**config.mk**
```make
export PLATFORM = sky130hd
export DESIGN_NAME = pstr_core
export DESIGN_NICKNAME = d
export VERILOG_FILES = /design/src/pstr_pkg.sv /design/src/pstr_core.sv
export SDC_FILE = /design/constraint.sdc
export NUM_CORES = 2
export LEC_CHECK = 0
export BUFFER_PORTS_ARGS = -buffer_cell sky130_fd_sc_hd__buf_4
export CORE_AREA = 2 2 440 442
export CTS_BUF_LIST = sky130_fd_sc_hd__clkbuf_4 sky130_fd_sc_hd__clkbuf_8
export CTS_CLUSTER_SIZE = 16
export DETAILED_ROUTE_END_ITERATION = 8
export DIE_AREA = 0 0 442 444
export PLACE_DENSITY_LB_ADDON = 0.15
export SLEW_MARGIN = 40
export SYNTH_ARGS = -nofsm -noshare
export SYNTH_HDL_FRONTEND = slang
export SYNTH_SLANG_ARGS = --single-unit
```
**constraint.sdc**
```tcl
create_clock -name core_clk -period 18 [get_ports core_clk]
set_clock_uncertainty 0.1 [all_clocks]
set_input_delay 0.9 -clock core_clk [delete_from_list [all_inputs] [get_ports core_clk]]
set_output_delay 0.9 -clock core_clk [all_outputs]
set_load 0.005 [all_outputs]
```
**src/pstr_pkg.sv**
```systemverilog
// Shared constants and carriers for the position status and retention block.
// Assumes one control clock and static settings.
package pstr_pkg;

    // ************************************************************
    // Output terminal function codes
    // ************************************************************
    localparam logic [7:0] PSTR_FN_TRAVEL_POS  = 8'h26; // 38
    localparam logic [7:0] PSTR_FN_TRAVEL_NEG  = 8'h8a; // 138
    localparam logic [7:0] PSTR_FN_ROUGH_POS   = 8'h3e; // 62
    localparam logic [7:0] PSTR_FN_ROUGH_NEG   = 8'ha2; // 162
    localparam logic [7:0] PSTR_FN_DETECT_POS  = 8'h3c; // 60
    localparam logic [7:0] PSTR_FN_DETECT_NEG  = 8'ha0; // 160
    localparam int         PSTR_NUM_TERMS      = 7;     // Output terminal selectors

    // ************************************************************
    // Detection and retention settings
    // ************************************************************
    localparam logic [1:0]  PSTR_SIDE_BOTH     = 2'h0;
    localparam logic [1:0]  PSTR_SIDE_PLUS     = 2'h1;
    localparam logic [1:0]  PSTR_SIDE_MINUS    = 2'h2;
    localparam logic [13:0] PSTR_RET_ALIGN     = 14'h0001; // 1
    localparam logic [13:0] PSTR_RET_HOLD      = 14'h0002; // 2
    localparam logic [13:0] PSTR_RET_ALIGN_NV  = 14'h000b; // 11
    localparam logic [13:0] PSTR_RET_HOLD_NV   = 14'h000c; // 12
    localparam logic [13:0] PSTR_RET_OFF       = 14'h270f; // 9999
    localparam logic [63:0] PSTR_DIGIT_SCALE   = 64'h0000_0000_0000_2710; // 10000
    localparam logic signed [63:0] PSTR_STORE_MIN = 64'shffff_ffff_8000_0000;
    localparam logic signed [63:0] PSTR_STORE_MAX = 64'sh0000_0000_7fff_ffff;

    // ************************************************************
    // Timing
    // ************************************************************
    localparam int PSTR_CLK_HZ        = 10_000_000;
    localparam int PSTR_NV_WRITE_MS   = 1000;      // One second write time
    localparam longint PSTR_NV_WRITE_CYC = longint'(PSTR_CLK_HZ) * PSTR_NV_WRITE_MS / 1000;

    // ************************************************************
    // Carriers
    // ************************************************************
    typedef struct packed {
        logic signed [63:0] cmd;     // Position command
        logic signed [63:0] cur;     // Current position
        logic signed [63:0] droop;   // Droop count
        logic               homed;   // Homing complete
    } pstr_pos_t;

    typedef enum logic [1:0] {
        PSTR_NV_IDLE  = 2'b00,
        PSTR_NV_WRITE = 2'b01,
        PSTR_NV_DONE  = 2'b10
    } pstr_nv_state_t;

endpackage : pstr_pkg

```
**src/pstr_core.sv**
```systemverilog
// Position status flags, terminal mapping and position data retention.
// Assumes synchronous inputs, settings changed only while stopped,
// and an external store that survives resets.
`timescale 1ns/1ns

module pstr_core #(
    parameter longint NV_WRITE_CYC = pstr_pkg::PSTR_NV_WRITE_CYC
) (
    input  wire logic                core_clk,
    input  wire logic                reset,
    input  wire logic signed [63:0]  target_pos,        // Before gearing
    input  wire logic signed [63:0]  cmd_pos,           // Before gearing
    input  wire logic signed [63:0]  cur_pos,           // Before gearing
    input  wire logic signed [63:0]  cmd_pos_geared,    // After gearing
    input  wire logic signed [63:0]  cur_pos_geared,    // After gearing
    input  wire logic                pos_cmd_active,    // Command operation running
    input  wire logic                homing_done_in,    // Homing complete from homing logic
    input  wire logic [15:0]         in_position_width,
    input  wire logic [15:0]         rough_match_range,
    input  wire logic [13:0]         detect_lower_digits,
    input  wire logic [13:0]         detect_upper_digits,
    input  wire logic [1:0]          detect_side_select,
    input  wire logic [15:0]         detect_hysteresis_width,
    input  wire logic [13:0]         retention_select,
    input  wire logic [15:0]         gear_numerator,
    input  wire logic [15:0]         gear_denominator,
    input  wire logic [7:0]          control_method_select,
    input  wire logic                cap_life_measure,  // Pulse
    input  wire logic                motor_switch,      // Pulse
    input  wire logic                protective_trip,   // Pulse
    input  wire logic                servo_on_input,
    input  wire logic [7:0]          out_func_sel [pstr_pkg::PSTR_NUM_TERMS],
    input  wire pstr_pkg::pstr_pos_t nv_image,          // Stored image
    input  wire logic                nv_valid,          // Stored image valid
    input  wire logic                nv_busy,           // Write was in progress
    output logic [6:0]               out_terminals,
    output logic                     travel_done_flag,
    output logic                     in_position_flag,
    output logic                     pos_cmd_busy_flag,
    output logic                     rough_match_flag,
    output logic                     pos_detect_flag,
    output logic                     homing_done_flag,
    output pstr_pkg::pstr_pos_t      held_q_out,        // Held position data
    output logic                     held_valid,
    output logic                     restore_pulse,     // Restored data ready
    output pstr_pkg::pstr_pos_t      nv_wr_image,
    output logic                     nv_wr_valid,
    output logic                     nv_wr_busy,
    output logic                     excess_position_fault
);

    // ************************************************************
    // Helpers
    // ************************************************************
    // Terminal level for a flag given a function code pair
    function automatic logic term_map(input logic [7:0] sel, input logic [7:0] pos,
                                      input logic [7:0] neg, input logic flag);
        term_map = (sel == pos) ? flag : ((sel == neg) ? ~flag : 1'b0);
    endfunction

    // Settings 11 and 12 use nonvolatile storage
    function automatic logic is_nv(input logic [13:0] s);
        is_nv = (s == pstr_pkg::PSTR_RET_ALIGN_NV) || (s == pstr_pkg::PSTR_RET_HOLD_NV);
    endfunction

    // Settings 1 and 11 align the command to the current position
    function automatic logic is_align(input logic [13:0] s);
        is_align = (s == pstr_pkg::PSTR_RET_ALIGN) || (s == pstr_pkg::PSTR_RET_ALIGN_NV);
    endfunction

    // Fits the storable 32-bit signed range
    function automatic logic in_range(input logic signed [63:0] v);
        in_range = (v >= pstr_pkg::PSTR_STORE_MIN) && (v <= pstr_pkg::PSTR_STORE_MAX);
    endfunction

    // ************************************************************
    // Status flags
    // ************************************************************
    logic signed [63:0] droop_w;      // Command minus current, after gearing
    logic signed [63:0] remain_w;     // Target minus command, before gearing
    logic signed [63:0] judge_w;      // Detection judgment value
    logic signed [63:0] hyst_w;       // Release level below the judgment value
    logic signed [63:0] side_w;       // Position as judged on the chosen side
    logic               inpos_d, busy_d, travel_d, rough_d, detect_d;
    logic               inpos_q, busy_q, travel_q, rough_q, detect_q;
    logic [6:0]         term_d, term_q;

    // Compare positions with thresholds each cycle
    always_comb begin
        droop_w  = cmd_pos_geared - cur_pos_geared;
        remain_w = target_pos - cmd_pos;
        judge_w  = $signed(64'(detect_upper_digits) * pstr_pkg::PSTR_DIGIT_SCALE
                   + 64'(detect_lower_digits));
        hyst_w   = judge_w - $signed(64'(detect_hysteresis_width));
        inpos_d  = droop_w <= $signed(64'(in_position_width));
        busy_d   = pos_cmd_active;
        travel_d = inpos_q && !busy_q;
        rough_d  = remain_w <= $signed(64'(rough_match_range));

        // Plus judges position, minus its negation, both its magnitude
        case (detect_side_select)
            pstr_pkg::PSTR_SIDE_PLUS:  side_w = cur_pos;
            pstr_pkg::PSTR_SIDE_MINUS: side_w = -cur_pos;
            default:                   side_w = (cur_pos < 64'sh0) ? -cur_pos : cur_pos;
        endcase

        // Set past the judgment value, release only below the hysteresis band
        detect_d = detect_q;
        if (side_w > judge_w) begin
            detect_d = 1'b1;
        end else if (side_w <= hyst_w) begin
            detect_d = 1'b0;
        end

        // Map flags onto the assignable terminals
        for (int i = 0; i < pstr_pkg::PSTR_NUM_TERMS; i++) begin
            term_d[i] = term_map(out_func_sel[i], pstr_pkg::PSTR_FN_TRAVEL_POS,
                                 pstr_pkg::PSTR_FN_TRAVEL_NEG, travel_q)
                      | term_map(out_func_sel[i], pstr_pkg::PSTR_FN_ROUGH_POS,
                                 pstr_pkg::PSTR_FN_ROUGH_NEG, rough_q)
                      | term_map(out_func_sel[i], pstr_pkg::PSTR_FN_DETECT_POS,
                                 pstr_pkg::PSTR_FN_DETECT_NEG, detect_q);
        end
    end

    // Register status flags
    always_ff @(posedge core_clk or posedge reset) begin
        if (reset) begin
            inpos_q  <= 1'b0;
            busy_q   <= 1'b0;
            travel_q <= 1'b0;
            rough_q  <= 1'b0;
            detect_q <= 1'b0;
            term_q   <= 7'h00;
        end else begin
            inpos_q  <= inpos_d;
            busy_q   <= busy_d;
            travel_q <= travel_d;
            rough_q  <= rough_d;
            detect_q <= detect_d;
            term_q   <= term_d;
        end
    end

    // ************************************************************
    // Retention and nonvolatile write
    // ************************************************************
    pstr_pkg::pstr_pos_t     held_d, held_q, wr_img_d, wr_img_q;
    pstr_pkg::pstr_nv_state_t nv_d, nv_q;
    logic [31:0]  cnt_d, cnt_q;
    logic         hvalid_d, hvalid_q, wrv_d, wrv_q, fault_d, fault_q;
    logic         servo_q, first_d, first_q, rest_d, rest_q;
    logic [13:0]  ret_q;
    logic [15:0]  num_q, den_q;
    logic [7:0]   meth_q;
    logic         clear_evt;

    // Capture, clear, restore and write sequencing
    always_comb begin
        held_d   = held_q;
        hvalid_d = hvalid_q;
        wr_img_d = wr_img_q;
        wrv_d    = wrv_q;
        nv_d     = nv_q;
        cnt_d    = cnt_q;
        fault_d  = fault_q;
        first_d  = 1'b0;
        rest_d   = 1'b0;

        clear_evt = (!first_q && ((retention_select != ret_q) || (gear_numerator != num_q)
                    || (gear_denominator != den_q) || (control_method_select != meth_q)))
                    || cap_life_measure || motor_switch || protective_trip;
        if (first_q) begin
            // First cycle after reset: restore or report failed write
            if (nv_busy) fault_d = 1'b1;
            else if (is_nv(retention_select) && nv_valid) begin
                held_d   = nv_image;
                hvalid_d = 1'b1;
                rest_d   = 1'b1;
            end
        end
        if (servo_q && !servo_on_input) begin
            if (retention_select == pstr_pkg::PSTR_RET_OFF) begin
                held_d   = '0;
                hvalid_d = 1'b0;
            end else begin
                held_d.cmd   = is_align(retention_select) ? cur_pos_geared : cmd_pos_geared;
                held_d.cur   = cur_pos_geared;
                held_d.droop = is_align(retention_select) ? 64'sh0 : droop_w;
                held_d.homed = homing_done_in;
                hvalid_d     = 1'b1;
            end

            if (is_nv(retention_select)) begin
                nv_d  = pstr_pkg::PSTR_NV_WRITE;
                cnt_d = '0;
                if (in_range(held_d.cmd) && in_range(held_d.cur)
                    && in_range(held_d.droop)) begin
                    wr_img_d = held_d;
                    wrv_d    = 1'b1;
                end else begin
                    wr_img_d = '0;
                    wrv_d    = 1'b0;
                end
            end
        end else if (nv_q == pstr_pkg::PSTR_NV_WRITE) begin
            cnt_d = cnt_q + 32'h0000_0001;
            if (64'(cnt_q) >= 64'(NV_WRITE_CYC - 1)) nv_d = pstr_pkg::PSTR_NV_DONE;
        end else if (nv_q == pstr_pkg::PSTR_NV_DONE) begin
            nv_d = pstr_pkg::PSTR_NV_IDLE;
        end
        if (clear_evt) begin
            held_d   = '0;
            hvalid_d = 1'b0;
            wr_img_d = '0;
            wrv_d    = 1'b0;
        end
    end

    // Register retention state
    always_ff @(posedge core_clk or posedge reset) begin
        if (reset) begin
            held_q   <= '0;
            hvalid_q <= 1'b0;
            wr_img_q <= '0;
            wrv_q    <= 1'b0;
            nv_q     <= pstr_pkg::PSTR_NV_IDLE;
            cnt_q    <= 32'h0000_0000;
            fault_q  <= 1'b0;
            first_q  <= 1'b1;
            rest_q   <= 1'b0;
            servo_q  <= 1'b0;
            ret_q    <= pstr_pkg::PSTR_RET_OFF;
            num_q    <= 16'h0001;
            den_q    <= 16'h0001;
            meth_q   <= 8'h00;
        end else begin
            held_q   <= held_d;
            hvalid_q <= hvalid_d;
            wr_img_q <= wr_img_d;
            wrv_q    <= wrv_d;
            nv_q     <= nv_d;
            cnt_q    <= cnt_d;
            fault_q  <= fault_d;
            first_q  <= first_d;
            rest_q   <= rest_d;
            servo_q  <= servo_on_input;
            ret_q    <= retention_select;
            num_q    <= gear_numerator;
            den_q    <= gear_denominator;
            meth_q   <= control_method_select;
        end
    end

    // ************************************************************
    // Outputs
    // ************************************************************
    assign out_terminals         = term_q;
    assign travel_done_flag      = travel_q;
    assign in_position_flag      = inpos_q;
    assign pos_cmd_busy_flag     = busy_q;
    assign rough_match_flag      = rough_q;
    assign pos_detect_flag       = detect_q;
    assign homing_done_flag      = held_q.homed;
    assign held_q_out            = held_q;
    assign held_valid            = hvalid_q;
    assign restore_pulse         = rest_q;
    assign nv_wr_image           = wr_img_q;
    assign nv_wr_valid           = wrv_q;
    assign nv_wr_busy            = nv_q[0];  // Only the write state has bit 0 set
    assign excess_position_fault = fault_q;


endmodule // pstr_core

```
==> flow_metrics.tcl <==
set metrics [dict create \
    min-delay-path-class "input pin to async pin" \
    synth_nets 6033 \
    antenna_found_initial 42 \
    hold_viol 0 \
    grt_pass1_vias 43300 \
    detail_route.first_pass.iterations 8 \
    post_synth_num_cell_types 93 \
    syn-mean-instance-area_sq_um 8.12 \
    worst-setup-path-type "input pin to flip-flop" \
    setup.worst_path.end_class "flip-flop" \
    drc 0 \
    syn2layout_area_growth_pct 34.6 \
    fin_crit_sh 0.505 \
    r2r-start "ret_q[10]" \
    max_freq_mhz 110 \
    wire_length_of_the_first_global_routing_pass_mm 307 \
    timing.critical_path.required_ps 18590 \
    critPathLaunchType "input pin" \
    dr_total_vias 42700 \
    post_synth_inst_count 4943 \
    floorplan.die_area_sq_um 196000 \
    cts_sinks 492 \
    cts.repair.resized 0 \
    num_rows 161 \
    grt_setup_unrepaired "false" \
    grt_start_max_net_pins 172 \
    num-fill-cells 21000 \
    wl_mm 215 \
    fp.dieH_um 444 \
    vdd.ir_drop.worst_uv 79.8 \
    synth.most_common_cell "sky130_fd_sc_hd__nand2_1" \
    clock_tree.buffer_depth 3 \
    final_layout_size_suffix_gt1_frac 0.242 \
    post-cts-setup-buffer-count 0 \
    synthDominantAreaCellType "sky130_fd_sc_hd__dfrtp_1" \
    cap_viol_max_count 0 \
    vias_per_cell 4.96 \
    area.sequential_sq_um 12300 \
    setup_violations 0 \
    routedWlPerCell_um 24.9 \
    yosys-top-cells-area "sky130_fd_sc_hd__dfrtp_1, sky130_fd_sc_hd__ha_1, sky130_fd_sc_hd__a21oi_1" \
    multi_input_area_sq_um 25500 \
    worst_skew_pair.late_latency_ps 840 \
    synth.yosys.seq_area_share 0.307 \
    final-instance-count-excl-fill 8606 \
    tritoncts "done" \
    mappedNetlistArea_sq_um 40100 \
    yosys-top-cells-count "sky130_fd_sc_hd__nand2_1, sky130_fd_sc_hd__a21oi_1, sky130_fd_sc_hd__dfrtp_1" \
    worstPathMaxFanout 35 \
    totalNegativeSetupSlack_ps 0 \
    postRouteAntennaNets 0 \
    fin_nets 7072 \
    cts.reportedPaths.clkPinSlew_ps 70 \
    floorplan.die.width_um 442 \
    worst-endpoint-arrival_ps 9680 \
    cts.root.buffer_cell "sky130_fd_sc_hd__clkbuf_8" \
    slowest_stage "sky130_fd_sc_hd__a2111oi_2" \
    grt_util_all_layers 0.210 \
    flip_flop_and_latch_count_after_synthesis 492 \
    timing.critical_path.from "detect_upper_digits[4]" \
    initial_core_util 0.209 \
    drt-initial-drc-count 2758 \
    io_buffer_count 1114 \
    post_synth_edffs 0 \
    cts_buffers 98 \
    power_density_nw_per_um2 86.6 \
    dp_hpwl_mm 171 \
    i_o_pins 1115 \
    worst_slew_pin_tran_ps 860 \
    worst_path_largest_cell_delay_ps 730 \
    synth_largest_type_area_fraction 0.300 \
    drv_slew 0 \
    worst_path_most_repeated_cell "sky130_fd_sc_hd__inv_1" \
    p_leak_uw 0.0254 \
    core-area_sq_um 192000 \
    postSynth.asyncResetShare 1.00 \
    final_critical_delay_including_setup_and_external_delays_ps 9090 \
    cts_max_level 3 \
    synth-main-ff-cell "sky130_fd_sc_hd__dfrtp_1" \
    place_congestion 0.924 \
    gr-total-overflow 0 \
    ys.warnings.count 0 \
    run_status "complete, no violations" \
    placedCellCount 8360 \
    relSlewSlack 0.422 \
]
[area by class of cell]
| class | instances | area share |
|---|---|---|
| tap | 2526 | 0.0586 |
| clock buffer | 156 | 0.0362 |
| inverter | 341 | 0.0239 |
| multi-input combinational | 3824 | 0.472 |
| clock inverter | 21 | 0.00461 |
| antenna | 21 | 0.000974 |
| sequential | 492 | 0.228 |
| timing repair buffer | 1225 | 0.175 |
[sequential cells by signal, indices dropped and copies added (netlist names)]
name / count
nv_q: 2
nv_wr_valid: 1
held_q_out: 192
ret_q: 14
first_q: 1
servo_q: 1
homing_done_flag: 1
rough_match_flag: 1
pos_detect_flag: 1
nv_wr_image: 193
den_q: 16
restore_pulse: 1
in_position_flag: 1
out_terminals: 7
held_valid: 1
cnt_q: 32
travel_done_flag: 1
excess_position_fault: 1
pos_cmd_busy_flag: 1
num_q: 16
meth_q: 8
[metal layers]
metal  up-vias  GRT usage  share of wire
met2      1308      0.380           0.51
met3       245     0.0460          0.059
met1     21000      0.246           0.40
li1      20100          -              -
met5         -          0        0.00034
met4        10     0.0598          0.029
[path summary, 6_finish.rpt]
check / to / slack [ps] / cells after the start
max in group asynchronous: held_q_out[151] / 15090 / 6
max reg2reg: nv_wr_image[15] / 12420 / 12
min in group core_clk: num_q[2] / 100 / 1
min reg2reg: travel_done_flag / 360 / 1
max: pos_detect_flag / 8910 / 37
min: held_q_out[17] / 70 / 2
[logic make-up (layout without fill, tap and decap cells)]
| group | after synthesis | after routing | synth area share |
|---|---|---|---|
| and+or+nand+nor | 1675 | 1675 | 0.193 |
| AOI/OAI and AO/OA | 1513 | 1513 | 0.256 |
| buffers and inverters | 627 | 1743 | 0.0623 |
| DFF | 492 | 492 | 0.307 |
| adders and majority gates | 380 | 380 | 0.125 |
| xor gates and xnor gates | 217 | 217 | 0.0474 |
| muxes | 38 | 38 | 0.00961 |
| other | 1 | 22 | 0.0000935 |
[power breakdown]
group | leakage (uW) | total [uW] | internal (uW) | switching, uW
Clock | 0.00115 | 1310 | 724 | 588
Combinational | 0.0175 | 2230 | 905 | 1330
Sequential | 0.00671 | 1130 | 1120 | 11.3
Total | 0.0254 | 4680 | 2750 | 1930
[cells in the final DEF, fill, tap and decap left out, drive strengths merged, types with 129 or more instances in the layout]
| cell | instances |
|---|---|
| a21oi | 529 |
| a311oi | 149 |
| a32o | 130 |
| buf | 1179 |
| clkbuf | 156 |
| dfrtp | 481 |
| ha | 346 |
| inv | 344 |
| nand2 | 699 |
| nand4 | 129 |
| nor2 | 376 |
| o21ai | 217 |
[worst max-delay path: cells and delay by family]
family,cells,cell delay (ps)
compound gates,8,2510
fa+ha+maj,7,2810
buf+inv,8,720
mux,2,450
simple gates,12,2280
[stage by stage]
| step | total power, uW | instance area [sq um] | utilization | hold WS (ps) | setup WS [ps] |
|---|---|---|---|---|---|
| finish | 4680 | 54000 | 0.282 | 73.8 | 8910 |
| floorplan | 2640 | 40100 | - | 327 | 3290 |
| global route | 5050 | 54000 | 0.282 | 35.5 | 8090 |
| global placement | 3350 | 51000 | 0.266 | 338 | 8040 |
| CTS | 4750 | 53900 | 0.281 | 0.212 | 8890 |
| detailed placement | 3380 | 51200 | 0.267 | 326 | 7990 |
[repair_timing]
item,in CTS,in global routing
endpoints found under the setup margin,0,0
hold endpoints to repair,46,0
hold buffers,46,0
Power figures use the tool's default switching activity.
